### config.mk
export PLATFORM = sky130hd
export DESIGN_NAME = lpcff_front_end
export DESIGN_NICKNAME = d
export VERILOG_FILES = /design/src/rtl/lpcff_pkg.sv /design/src/rtl/lpcff_front_end.sv
export SDC_FILE = /design/constraint.sdc
export NUM_CORES = 1
export LEC_CHECK = 0
export BUFFER_PORTS_ARGS = -buffer_cell sky130_fd_sc_hd__buf_2
export CORE_MARGIN = 5
export CORE_UTILIZATION = 35
export DETAILED_ROUTE_END_ITERATION = 8
export GPL_ROUTABILITY_DRIVEN = 0
export GPL_TIMING_DRIVEN = 0
export PLACE_DENSITY = 0.59
export SYNTH_ARGS = -nofsm -noshare
export SYNTH_HDL_FRONTEND = slang
export SYNTH_SLANG_ARGS = --single-unit
### constraint.sdc
create_clock -name i_clock -period 5.63 [get_ports i_clock]
set_clock_uncertainty 0.05 [all_clocks]
set_input_delay 0.2815 -clock i_clock [delete_from_list [all_inputs] [get_ports i_clock]]
set_output_delay 0.2815 -clock i_clock [all_outputs]
set_load 0.05 [all_outputs]
### src/rtl/lpcff_pkg.sv
// constants and types of the flash interface front end
// Functional notes
// - programmer port runs when mode select is high, lpc target when low
// - programmer mode takes 11-bit multiplexed address and 8-bit two-way data
// - row phase gives internal bits 10:0, column phase the bits above
// - data lines sampled while frame low; last value at frame release is start
// - only start code zero is valid; then cycle type, then address nibbles
// - address phase carries 32 bits, one nibble per clock
// - write data follows address; reads insert turnaround and sync first
// - every operation ends with two-clock turnaround back to host
// - bits 31:25 all ones or zeros; bit 22 memory/register; 19:0 byte address
// - address bits 24:23 and 21:20 match strap bits 3:2 and 1:0
// - decode only top 32 MB and the 000E0000-000FFFFF window
// - standby only when writes done, chip enable high and frame inactive
// - frame assertion mid-cycle aborts it and returns to start watch
// - top lock low blocks program/erase of top 16 sectors, 64 KB
// - write protect low blocks all other sectors, independent of top lock
// - either reset input low resets the device identically
// - reset during read deselects and floats the lpc data lines
// - reset during program/erase aborts it after a latency
// - identification reads give manufacturer at 0000H, device code at 0001H
// - cycle type bits 3:2 are 01; bit 1 write; bit 0 reserved
// - read: sync 0000, data low nibble then high, then turnaround
`default_nettype none
package lpcff_pkg;
  localparam logic [3:0] START_MEM = 4'h0;
  localparam logic [1:0] CYC_MEM = 2'h1;
  localparam int CYC_HI = 3;
  localparam int CYC_LO = 2;
  localparam int CYC_DIR = 1;
  localparam logic [3:0] SYNC_READY = 4'h0;
  localparam logic [3:0] TAR_ONES = 4'hF;
  localparam logic [2:0] ADDR_NIBBLES = 3'h7;
  localparam int AHI_TOP = 31;
  localparam int AHI_BOT = 25;
  localparam logic [6:0] AHI_ONES = 7'h7F;
  localparam logic [6:0] AHI_ZERO = 7'h00;
  localparam int SPACE_BIT = 22;
  localparam int ID_HI_TOP = 24;
  localparam int ID_HI_BOT = 23;
  localparam int ID_LO_TOP = 21;
  localparam int ID_LO_BOT = 20;
  localparam int BYTE_TOP = 19;
  localparam int LOW_WIN_TOP = 31;
  localparam int LOW_WIN_BOT = 17;
  localparam logic [14:0] LOW_WIN = 15'h0007;
  localparam int TOP_AREA_TOP = 19;
  localparam int TOP_AREA_BOT = 16;
  localparam logic [3:0] TOP_AREA = 4'hF;
  localparam int ROW_BITS = 11;
  localparam int ADDR_BITS = 20;
  localparam logic [19:0] ID_MFR_ADDR = 20'h00000;
  localparam logic [19:0] ID_DEV_ADDR = 20'h00001;
  localparam logic [1:0] RESET_LATENCY = 2'h3;
  localparam int SYNC_FILL = 4;
  typedef enum logic [3:0] {
    LPCFF_IDLE, LPCFF_CYC, LPCFF_ADDR, LPCFF_WDATA_LO, LPCFF_WDATA_HI, LPCFF_TAR0,
    LPCFF_TAR1, LPCFF_SYNC, LPCFF_RDATA_LO, LPCFF_RDATA_HI, LPCFF_RTAR0, LPCFF_RTAR1,
    LPCFF_SKIP
  } lpcff_state_e;
endpackage
`default_nettype wire

### src/rtl/lpcff_front_end.sv
// lpc / programmer-port front end of a byte-wide flash
`default_nettype none
module lpcff_front_end #(
  parameter logic [7:0] MFR_CODE = 8'hA5, // arbitrary value
  parameter logic [7:0] DEV_CODE = 8'h3C  // arbitrary value
) (
  input wire logic i_clock,
  input wire logic i_nrst,
  input wire logic i_init_n,
  input wire logic i_programmer_port_mode,
  input wire logic i_frame_n,
  input wire logic i_chip_enable_n,
  input wire logic [3:0] i_lad,
  output logic [3:0] o_lad,
  output logic o_lad_oe,
  input wire logic [3:0] i_strap_code,
  input wire logic i_top_area_lock_n,
  input wire logic i_write_protect_n,
  input wire logic [10:0] i_pp_addr,
  input wire logic i_pp_row_sel,
  input wire logic i_pp_latch,
  input wire logic [7:0] i_pp_data,
  output logic [7:0] o_pp_data,
  output logic o_pp_data_oe,
  input wire logic i_pp_read,
  input wire logic i_pp_write,
  input wire logic i_id_mode,
  input wire logic [7:0] i_array_data,
  input wire logic i_array_busy,
  output logic [19:0] o_addr,
  output logic o_mem_space,
  output logic o_read_req,
  output logic o_write_req,
  output logic [7:0] o_write_data,
  output logic o_write_blocked,
  output logic o_abort_pe,
  output logic o_standby
);
  ////////////////////////////////////////////////////////////////////////////
  // reset: both pins combined, released through two flops
  logic rst_comb_n;
  logic rst_meta;
  logic rst_n;
  assign rst_comb_n = i_nrst & i_init_n;
  always_ff @(posedge i_clock or negedge rst_comb_n) begin
    if (!rst_comb_n) begin
      rst_meta <= 1'b0;
      rst_n <= 1'b0;
    end else begin
      rst_meta <= 1'b1;
      rst_n <= rst_meta;
    end
  end

  ////////////////////////////////////////////////////////////////////////////
  // pin synchronisers: three flops, a change counts when stages two and three agree
  // lad, frame and chip enable share this clock: a filter on them would eat nibbles
  localparam int SW = 3;
  logic [SW-1:0] s1;
  logic [SW-1:0] s2;
  logic [SW-1:0] s3;
  logic [SW-1:0] sv;
  logic [SW-1:0] raw;
  assign raw = {i_programmer_port_mode, i_top_area_lock_n, i_write_protect_n};
  always_ff @(posedge i_clock or negedge rst_n) begin
    if (!rst_n) begin
      s1 <= '1;
      s2 <= '1;
      s3 <= '1;
      sv <= '1;
    end else begin
      s1 <= raw;
      s2 <= s1;
      s3 <= s2;
      for (int k = 0; k < SW; k++) begin
        if (s2[k] == s3[k]) begin
          sv[k] <= s3[k];
        end
      end
    end
  end
  logic [3:0] lad;
  logic frame_n;
  logic ce_n;
  logic pp_mode;
  logic tbl_n;
  logic wp_n;
  assign lad = i_lad;
  assign frame_n = i_frame_n;
  assign ce_n = i_chip_enable_n;
  assign pp_mode = sv[2];
  assign tbl_n = sv[1];
  assign wp_n = sv[0];
  // mode taken once the synchroniser holds real pin values; the system holds it fixed anyway
  logic pp_sel;
  logic mode_taken;
  logic [lpcff_pkg::SYNC_FILL-1:0] sync_fill;
  always_ff @(posedge i_clock or negedge rst_n) begin
    if (!rst_n) begin
      pp_sel <= 1'b0;
      mode_taken <= 1'b0;
      sync_fill <= '0;
    end else begin
      sync_fill <= {sync_fill[lpcff_pkg::SYNC_FILL-2:0], 1'b1};
      if (sync_fill[lpcff_pkg::SYNC_FILL-1] && !mode_taken) begin
        pp_sel <= pp_mode;
        mode_taken <= 1'b1;
      end
    end
  end

  ////////////////////////////////////////////////////////////////////////////
  // lpc target state machine
  lpcff_pkg::lpcff_state_e state;
  logic [3:0] start_val;
  logic frame_d;
  logic ce_at_frame;
  logic is_write;
  logic [2:0] nib_cnt;
  logic [31:0] addr;
  logic [7:0] rd_byte;
  logic [7:0] wr_byte;
  logic hit;
  logic frame_end;
  logic [31:0] full_addr;
  assign frame_end = !frame_d && frame_n;
  assign full_addr = {addr[27:0], lad};

  always_comb begin
    hit = 1'b1;
    if (full_addr[lpcff_pkg::AHI_TOP:lpcff_pkg::AHI_BOT] != lpcff_pkg::AHI_ONES
        && full_addr[lpcff_pkg::AHI_TOP:lpcff_pkg::AHI_BOT] != lpcff_pkg::AHI_ZERO) begin
      hit = 1'b0;
    end
    if (full_addr[lpcff_pkg::AHI_TOP:lpcff_pkg::AHI_BOT] == lpcff_pkg::AHI_ZERO) begin
      // low window is the boot part's memory only
      hit = (full_addr[lpcff_pkg::LOW_WIN_TOP:lpcff_pkg::LOW_WIN_BOT] == lpcff_pkg::LOW_WIN)
            && (i_strap_code == 4'h0);
    end else if (full_addr[lpcff_pkg::ID_HI_TOP:lpcff_pkg::ID_HI_BOT] != i_strap_code[3:2]
                 || full_addr[lpcff_pkg::ID_LO_TOP:lpcff_pkg::ID_LO_BOT] != i_strap_code[1:0]) begin
      hit = 1'b0;
    end
  end

  always_ff @(posedge i_clock or negedge rst_n) begin
    if (!rst_n) begin
      frame_d <= 1'b1;
      start_val <= 4'hF;
    end else begin
      frame_d <= frame_n;
      if (!frame_n) begin
        start_val <= lad;
      end
    end
  end

  always_ff @(posedge i_clock or negedge rst_n) begin
    if (!rst_n) begin
      ce_at_frame <= 1'b0;
    end else if (frame_d && !frame_n) begin
      ce_at_frame <= !ce_n;
    end
  end

  always_ff @(posedge i_clock or negedge rst_n) begin
    if (!rst_n) begin
      state <= lpcff_pkg::LPCFF_IDLE;
      is_write <= 1'b0;
      nib_cnt <= 3'h0;
      addr <= 32'h0;
      wr_byte <= 8'h0;
    end else if (pp_sel || !frame_n) begin
      state <= lpcff_pkg::LPCFF_IDLE;
    end else begin
      unique case (state)
        lpcff_pkg::LPCFF_IDLE: begin
          if (frame_end && start_val == lpcff_pkg::START_MEM && ce_at_frame) begin
            // the first nibble after frame release is the cycle type
            if (lad[lpcff_pkg::CYC_HI:lpcff_pkg::CYC_LO] == lpcff_pkg::CYC_MEM) begin
              is_write <= lad[lpcff_pkg::CYC_DIR];
              nib_cnt <= 3'h0;
              state <= lpcff_pkg::LPCFF_ADDR;
            end else begin
              state <= lpcff_pkg::LPCFF_SKIP;
            end
          end
        end
        lpcff_pkg::LPCFF_CYC: state <= lpcff_pkg::LPCFF_ADDR;
        lpcff_pkg::LPCFF_ADDR: begin
          addr <= full_addr;
          nib_cnt <= nib_cnt + 3'h1;
          if (nib_cnt == lpcff_pkg::ADDR_NIBBLES) begin
            if (!hit) begin
              state <= lpcff_pkg::LPCFF_SKIP;
            end else if (is_write) begin
              state <= lpcff_pkg::LPCFF_WDATA_LO;
            end else begin
              state <= lpcff_pkg::LPCFF_TAR0;
            end
          end
        end
        lpcff_pkg::LPCFF_WDATA_LO: begin
          wr_byte[3:0] <= lad;
          state <= lpcff_pkg::LPCFF_WDATA_HI;
        end
        lpcff_pkg::LPCFF_WDATA_HI: begin
          wr_byte[7:4] <= lad;
          state <= lpcff_pkg::LPCFF_TAR0;
        end
        lpcff_pkg::LPCFF_TAR0: state <= lpcff_pkg::LPCFF_TAR1;
        lpcff_pkg::LPCFF_TAR1: state <= lpcff_pkg::LPCFF_SYNC;
        lpcff_pkg::LPCFF_SYNC: state <= is_write ? lpcff_pkg::LPCFF_RTAR0 : lpcff_pkg::LPCFF_RDATA_LO;
        lpcff_pkg::LPCFF_RDATA_LO: state <= lpcff_pkg::LPCFF_RDATA_HI;
        lpcff_pkg::LPCFF_RDATA_HI: state <= lpcff_pkg::LPCFF_RTAR0;
        lpcff_pkg::LPCFF_RTAR0: state <= lpcff_pkg::LPCFF_RTAR1;
        lpcff_pkg::LPCFF_RTAR1: state <= lpcff_pkg::LPCFF_IDLE;
        lpcff_pkg::LPCFF_SKIP: state <= lpcff_pkg::LPCFF_SKIP;
        default: state <= lpcff_pkg::LPCFF_IDLE;
      endcase
    end
  end

  ////////////////////////////////////////////////////////////////////////////
  // programmer port address capture
  logic [lpcff_pkg::ADDR_BITS-1:0] pp_addr;
  always_ff @(posedge i_clock or negedge rst_n) begin
    if (!rst_n) begin
      pp_addr <= '0;
    end else if (pp_sel && i_pp_latch) begin
      if (i_pp_row_sel) begin
        pp_addr[lpcff_pkg::ROW_BITS-1:0] <= i_pp_addr;
      end else begin
        pp_addr[lpcff_pkg::ADDR_BITS-1:lpcff_pkg::ROW_BITS] <= i_pp_addr[8:0];
      end
    end
  end

  ////////////////////////////////////////////////////////////////////////////
  // array request, read data and protection
  logic [19:0] cur_addr;
  logic cur_mem;
  logic prot;
  assign cur_addr = pp_sel ? pp_addr : addr[lpcff_pkg::BYTE_TOP:0];
  assign cur_mem = pp_sel ? 1'b1 : addr[lpcff_pkg::SPACE_BIT];
  always_comb begin
    // the two locks act on disjoint areas and never on each other
    if (cur_addr[lpcff_pkg::TOP_AREA_TOP:lpcff_pkg::TOP_AREA_BOT] == lpcff_pkg::TOP_AREA) begin
      prot = !tbl_n;
    end else begin
      prot = !wp_n;
    end
  end

  always_ff @(posedge i_clock or negedge rst_n) begin
    if (!rst_n) begin
      o_addr <= 20'h0;
      o_mem_space <= 1'b0;
      o_read_req <= 1'b0;
      o_write_req <= 1'b0;
      o_write_data <= 8'h0;
      o_write_blocked <= 1'b0;
    end else begin
      o_addr <= cur_addr;
      o_mem_space <= cur_mem;
      o_read_req <= pp_sel ? i_pp_read : (state == lpcff_pkg::LPCFF_TAR0 && !is_write);
      o_write_req <= 1'b0;
      o_write_blocked <= 1'b0;
      if ((pp_sel && i_pp_write) || (!pp_sel && state == lpcff_pkg::LPCFF_WDATA_HI && frame_n)) begin
        o_write_data <= pp_sel ? i_pp_data : {lad, wr_byte[3:0]};
        // protection is sampled at the request; holding it steady is the system's job
        o_write_req <= !(prot && cur_mem);
        o_write_blocked <= prot && cur_mem;
      end
    end
  end

  always_ff @(posedge i_clock or negedge rst_n) begin
    if (!rst_n) begin
      rd_byte <= 8'h0;
    end else if (i_id_mode && cur_addr == lpcff_pkg::ID_MFR_ADDR) begin
      rd_byte <= MFR_CODE;
    end else if (i_id_mode && cur_addr == lpcff_pkg::ID_DEV_ADDR) begin
      rd_byte <= DEV_CODE;
    end else begin
      rd_byte <= i_array_data;
    end
  end

  ////////////////////////////////////////////////////////////////////////////
  // pin drivers
  always_ff @(posedge i_clock or negedge rst_n) begin
    if (!rst_n) begin
      o_lad <= lpcff_pkg::TAR_ONES;
      o_lad_oe <= 1'b0;
      o_pp_data <= 8'h0;
      o_pp_data_oe <= 1'b0;
    end else begin
      o_pp_data <= rd_byte;
      o_pp_data_oe <= pp_sel && i_pp_read;
      o_lad_oe <= 1'b0;
      o_lad <= lpcff_pkg::TAR_ONES;
      if (!pp_sel && frame_n) begin
        unique case (state)
          lpcff_pkg::LPCFF_TAR1: begin
            o_lad <= lpcff_pkg::SYNC_READY;
            o_lad_oe <= 1'b1;
          end
          lpcff_pkg::LPCFF_SYNC: begin
            o_lad <= is_write ? lpcff_pkg::TAR_ONES : rd_byte[3:0];
            o_lad_oe <= 1'b1;
          end
          lpcff_pkg::LPCFF_RDATA_LO: begin
            o_lad <= rd_byte[7:4];
            o_lad_oe <= 1'b1;
          end
          lpcff_pkg::LPCFF_RDATA_HI: begin
            o_lad <= lpcff_pkg::TAR_ONES;
            o_lad_oe <= 1'b1;
          end
          default: begin
            o_lad_oe <= 1'b0;
          end
        endcase
      end
    end
  end

  ////////////////////////////////////////////////////////////////////////////
  // reset abort of program/erase, and standby
  logic [1:0] lat_cnt;
  always_ff @(posedge i_clock or negedge rst_n) begin
    if (!rst_n) begin
      lat_cnt <= lpcff_pkg::RESET_LATENCY;
      o_abort_pe <= 1'b0;
    end else if (lat_cnt != 2'h0) begin
      lat_cnt <= lat_cnt - 2'h1;
      o_abort_pe <= (lat_cnt == 2'h1) && i_array_busy;
    end else begin
      o_abort_pe <= 1'b0;
    end
  end

  always_ff @(posedge i_clock or negedge rst_n) begin
    if (!rst_n) begin
      o_standby <= 1'b0;
    end else begin
      o_standby <= !i_array_busy && ce_n && frame_n && state == lpcff_pkg::LPCFF_IDLE;
    end
  end
endmodule
`default_nettype wire

==> results.toml, run 1 <==
[synth]
synth-edff-count = 0
synth-xor-area-share_pct = 0.8997
synth_top_cell_area_share_pct = 51.84
ys_seq_area_share_pct = 62.19
synth_area_leaders = "dfrtp_1, dfstp_2, mux2_2"
ys_ff_latch = 144
synth_top_family_by_area = "simple AND/OR/NAND/NOR gates"
synthMuxAreaShare_pct = 12.00
async_flop_share_pct = 100.0
synthFlopType = "dfrtp_1"
synth-compound-area-share_pct = 4.734
netlist_area_sq_um = 5841
synthAdderAreaFrac_pct = 1.542
yosysWarnings = 0
synthSimpleGateAreaFrac_pct = 15.77
syn_area_per_cell_sq_um = 12.24
yosys.cell_types.count = 57
postSynthCellCount = 477
synth_top_cell_by_area = "dfrtp_1"

[setup_path]
arrival_ps = 2330
cp-endpoint = "rd_byte[0]"
worstPathMaxFanout = 8
crit_start = "pp_sel"
r2r_end = "rd_byte[0]"
worstSetupPathType = "flop to flop"
cp.required_ps = 5880
end_kind = "flop"
worstReg2RegStart = "pp_sel"
rrSetupSlack_ps = 3550
rr_worst_depth = 7
crit_path_start_kind = "flop"

[clocking]
cts_max_level = 4
cts_max_path_buffers = 2
cts_root_buf = "clkbuf_16"
cts_resized = 0
cts_sinks = 144
tritoncts = "done"
clkLatencyLatePin_ps = 420
numCtsBuffers = 17
postCtsSetupBuffers = 0
path_clk_slew_ps = 60

[outcome]
status = "finished, final reports clean"

[place]
portBuffers = 96
dpl-instance-area_sq_um = 6659
place_ws_ps = 3577
dpl.hpwl_um = 9638

[floorplan]
io_pins = 97
dieArea_sq_um = 19370
die_h_um = 139.2
rows = 47
start_util_pct = 35.47
die_w_um = 139.2
core_sq_um = 16470

[sta]
slew_violations = 0
tns_ps = 0
layout_setup_ws_ps = 3551
worst_pin_slew_ps = 567.1
setup_viol = 0
rsz0062_at_grt = "false"
fmax_mhz = 480.9
fin_crit_ps = 2079
slew_headroom_pct = 61.91
period_share_pct = 36.93
final_hold_viol_count = 0

[layout]
regArea_sq_um = 3636
fin_nets = 657
drive_gt1_share_pct = 38.74
multi_input_area_sq_um = 2048
syn2layout_area_growth_pct = 26.59
fillers = 1562
fin_area_sq_um = 7393
diodes = 0

[power]
p_per_area_nw_per_um2 = 422.8
finalPower_mw = 3.126
ir_drop_uv = 252.8
p_leak_nw = 3.530

[global_route]
grt_antenna_before_repair = 0
grt_usage_pct = 14.60
grt_pass1_wl_um = 22380
overflow = 0
grt_start_max_net_pins = 73
grt_pass1_vias = 4172

[detailed_routing]
ant_nets = 0
first_pass_iters = 5
via_per_inst = 4.796
dr.first_iter.drc_count = 262
wire_per_inst_um = 16.31
num_vias = 4014
drt-total-wl_um = 13650
drc_errors = 0

[worst_hold_path]
hold_class = "input port to flop"

[flow_run]
max_cap_violations = 0
-- synth_stat cells, drive strengths merged (5+ instances only) --
cell and number:
dfstp 23, nor2 21, nand3 6, nor4 9, inv 7, mux2 53
o21ai 9, or2 5, xnor2 6, nor2b 5, nand4 7, buf 18
mux2i 10, nand2 99, dfrtp 121, nor3 8, nand2b 6, a21oi 13
-- metal layers --
| layer | track usage (%) | part of all wire, % |
|---|---|---|
| met5 | 0 | 0 |
| met4 | 4.583 | 1.0 |
| met3 | 4.379 | 5.7 |
| met2 | 22.86 | 48 |
| met1 | 19.63 | 45 |
-- repair_timing --
action                                  in CTS  in global routing
endpoints found under the setup margin       0                  0
hold buffers                                 8                  1
endpoints found under the hold margin        8                  1
-- sequential cells by signal, summed over array words and instances, names as in the netlist, 8 cells and up --
name and flops:
pp_addr 20, o_write_data 8, o_pp_data 8, rd_byte 8, o_addr 20, addr 28
-- cell usage in the layout, fill, tap and decap left out, types with 9 or more instances in the layout --
cell,n
clkbuf_16,17
o21ai_0,9
nand2_1,99
dfstp_2,23
dlygate4sd3_1,9
mux2_2,52
a21oi_1,13
mux2i_1,10
nor2_1,20
dfrtp_1,120
buf_2,107
-- how the worst min path moves through the flow --
| stage | startpoint | end | slack [ps] | cells past startpoint |
|---|---|---|---|---|
| 5_1_grt | i_array_data[5] | rd_byte[5] | 7 | 2 |
| 4_1_cts | i_array_data[2] | rd_byte[2] | 2 | 2 |
| 3_3_place_gp | i_init_n | rst_meta | 120 | 2 |
| 6_report | i_array_data[5] | rd_byte[5] | 20 | 2 |
| 2_1_floorplan | i_init_n | rst_meta | 40 | 1 |
| 3_5_place_dp | i_init_n | rst_meta | 130 | 2 |
-- through the flow --
step           std cells  hold slack, ps  utilization, %
2_1_floorplan        478           37.77               -
3_3_place_gp         794           120.4           40.08
3_5_place_dp         796           127.4           40.44
4_1_cts              836           2.052           44.84
5_1_grt              837           7.208           44.90
6_report             837           21.54           44.90
-- where the power goes --
group	switching (mW)	leakage [nW]	total, mW	internal [mW]
Clock	0.423	0.319	1.23	0.805
Combinational	0.399	1.43	0.600	0.201
Sequential	0.102	1.78	1.30	1.20
Total	0.924	3.53	3.13	2.20
-- logic make-up (layout without fill, tap and decap cells) --
logic type	after synthesis	in the layout
mux	63	63
xor+xnor	6	6
simple gates	184	184
compound gates	42	42
buf+inv	29	168
fa+ha+maj	8	8
flops	144	144
other cells	1	2
-- layout make-up --
cell class	instances	area share [%]
Sequential cell	144	49.18
Timing Repair Buffer	107	8.462
Buffer	22	1.862
Multi-Input combinational cell	305	27.70
Tap cell	220	3.723
Clock inverter	12	2.539
Clock buffer	20	6.177
Inverter	7	0.3554
-- critical path: stages, from the launching register on --
cell     delay [ps]
dfrtp_1         310
buf_2           210
nor4b_1         350
nand4_1         170
nand2_1         110
and4b_1         250
buf_4           180
mux2_2          340
(Power assumes the default switching activity.)
==> inputs of run 2 (changes only) <==
- ABC_AREA: unset -> 1
- clock period: 5.63 -> 2.15 ns (I/O delays scaled with it)
==> results.toml, run 2 <==
[power]
clkPwrFrac_pct = 34.1
comb_power_share_pct = 28.4
power.switching_mw = 3.254
ir_drop_uv = 616.6
p_sw_share_pct = 35.35
p_leak_nw = 3.832
p_per_area_nw_per_um2 = 1194
seqPwrFrac_pct = 37.6
p_int_mw = 5.951

[global_route]
grt_antenna_before_repair = 0
grt_start_max_net_pins = 61
grt_pass1_wl_um = 23890
overflow = 0
grt_usage_pct = 15.36
grt_pass1_vias = 4727

[sta]
slew_violations = 0
layout_setup_ws_ps = 303.3
worst_pin_slew_ps = 569.4
final_hold_viol_count = 0
setup_viol = 0
rsz0062_at_grt = "false"
fmax_mhz = 541.5
tns_ps = 0
period_share_pct = 85.89
fin_crit_ps = 1847
slew_headroom_pct = 61.75

[clocking]
cts_max_level = 4
tritoncts = "done"
cts_sinks = 144
cts_root_buf = "clkbuf_16"
clkLatencyLatePin_ps = 410
numCtsBuffers = 17
cts_resized = 0
cts_hold_buf = 42
path_clk_slew_ps = 60
cts_max_path_buffers = 2
postCtsSetupBuffers = 0

[layout]
largest_reg_flops = 28
drive_gt1_share_pct = 21.52
diodes = 0
final_cell_mix = "nand2_1, dfrtp_1, buf_2"
final_common_cell = "nand2_1"
top_regs = "addr x28, o_addr x20, pp_addr x20"
top_register = "addr"
syn2layout_area_growth_pct = 31.85
fin_nets = 844

[setup_path]
end_kind = "flop"
arrival_ps = 2100
crit_path_start_kind = "flop"
rrSetupSlack_ps = 300
crit_start = "pp_sel"
worstReg2RegStart = "pp_sel"
rr_worst_depth = 12
r2r_end = "rd_byte[6]"
worstPathMaxFanout = 10
worstSetupPathType = "flop to flop"
cp.required_ps = 2400
cp-endpoint = "rd_byte[6]"

[floorplan]
core_sq_um = 16470
rows = 47
die_w_um = 139.2
io_pins = 97
die_h_um = 139.2
start_util_pct = 35.50
dieArea_sq_um = 19390

[synth]
async_flop_share_pct = 100.0
ys_seq_area_share_pct = 62.14
yosys.cell_types.count = 39
yosys.cell_count.top_type = "nand2_1"
synth-edff-count = 0
ys_ff_latch = 144
yosysWarnings = 0
synth_top_cell_area_share_pct = 51.80
synthFlopType = "dfrtp_1"
netlist_area_sq_um = 5846
synth_top_cell_by_area = "dfrtp_1"
syn_area_per_cell_sq_um = 9.264
synth_area_leaders = "dfrtp_1, nand2_1, dfstp_2"
postSynthCellCount = 631
yosys-top-cells-count = "nand2_1, dfrtp_1, inv_1, o21ai_0, nor2_1"

[detailed_routing]
wire_per_inst_um = 13.67
drc_errors = 0
dr.first_iter.drc_count = 241
drt-total-wl_um = 13990
ant_nets = 0
via_per_inst = 4.426
num_vias = 4532
first_pass_iters = 7

[worst_hold_path]
hold_class = "input port to async pin"

[flow_run]
max_cap_violations = 0

[place]
place_ws_ps = 328.6
dpl.hpwl_um = 10070
portBuffers = 96

[outcome]
status = "finished, final reports clean"
[run 2: cell count changes after synthesis, sizes merged, moves of 15 or more]
cell   previous run  this run
inv               7        82
mux2             53         1
nand2            99       182
nand3             6        21
nor2             21        55
o21ai             9        74
[run 2: critical path, cell delays in order (launching register included)]
cell and delay [ps]:
dfrtp_1 380, buf_6 150, inv_4 90, buf_6 140
nand2_1 70, nand2_1 100, nand2_1 100, nor2_4 150
nand3_1 110, inv_1 70, nand3_1 160, inv_1 120
nor2_1 50
[run 2: cell families after synthesis]
kind of cell,after synthesis,share of synthesized area [%]
AOI/OAI and AO/OA,100,9.097
xor gates and xnor gates,1,0.1499
adders and majority gates,7,1.370
buffers and inverters,101,7.449
DFF,144,62.14
muxes,1,0.1926
other,1,0.06415
and+or+nand+nor,276,19.54
[run 2: metrics by stage]
stage | instances | utilization (%) | total power, mW | hold slack, ps | instance area [sq um]
after floorplan | 632 | - | 5.359 | -164.0 | 5853
after global placement | 948 | 40.14 | 6.045 | -70.03 | 6609
after detailed placement | 950 | 40.43 | 6.075 | -71.74 | 6656
after CTS | 1024 | 46.81 | 9.308 | 38.17 | 7707
after global routing | 1024 | 46.81 | 9.687 | 68.60 | 7707
final | 1024 | 46.81 | 9.205 | 67.09 | 7707
[run 2: how the worst min path moves through the flow]
stage | startpoint | end | slack [ps] | cells past startpoint
2_1_floorplan | i_init_n | rst_meta | -160 | 2
3_3_place_gp | i_init_n | rst_meta | -70 | 3
3_5_place_dp | i_init_n | rst_meta | -70 | 3
4_1_cts | i_nrst | rst_n | 40 | 4
5_1_grt | i_nrst | rst_n | 70 | 4
6_report | i_nrst | rst_n | 70 | 4
[run 2: power by group through the flow]
stage	clock, mW	sequential (mW)	combinational [mW]
detailed placement	0	3.51	2.57
floorplan	0	4.48	0.875
CTS	3.21	3.47	2.64
global placement	0	3.53	2.51
global route	3.33	3.52	2.83
finish	3.14	3.46	2.61
[run 2: layout make-up]
cell class | count | area (sq um)
buffer | 19 | 125.1
clock buffer | 22 | 444.2
clock inverter | 10 | 186.4
fill | 1595 | 8758
inverter | 82 | 310.3
multi-input combinational | 387 | 1782
sequential | 144 | 3636
tap | 220 | 275.3
timing repair buffer | 140 | 948.4
[run 2: per-layer routing]
layer	GRT usage [%]	wire, um	up-vias	share of wire (%)
met3	4.082	585	16	4.2
met4	4.377	222	0	1.6
met2	25.45	6787	92	49
met1	19.97	6397	2118	46
met5	0	0	-	0
li1	-	-	2306	-
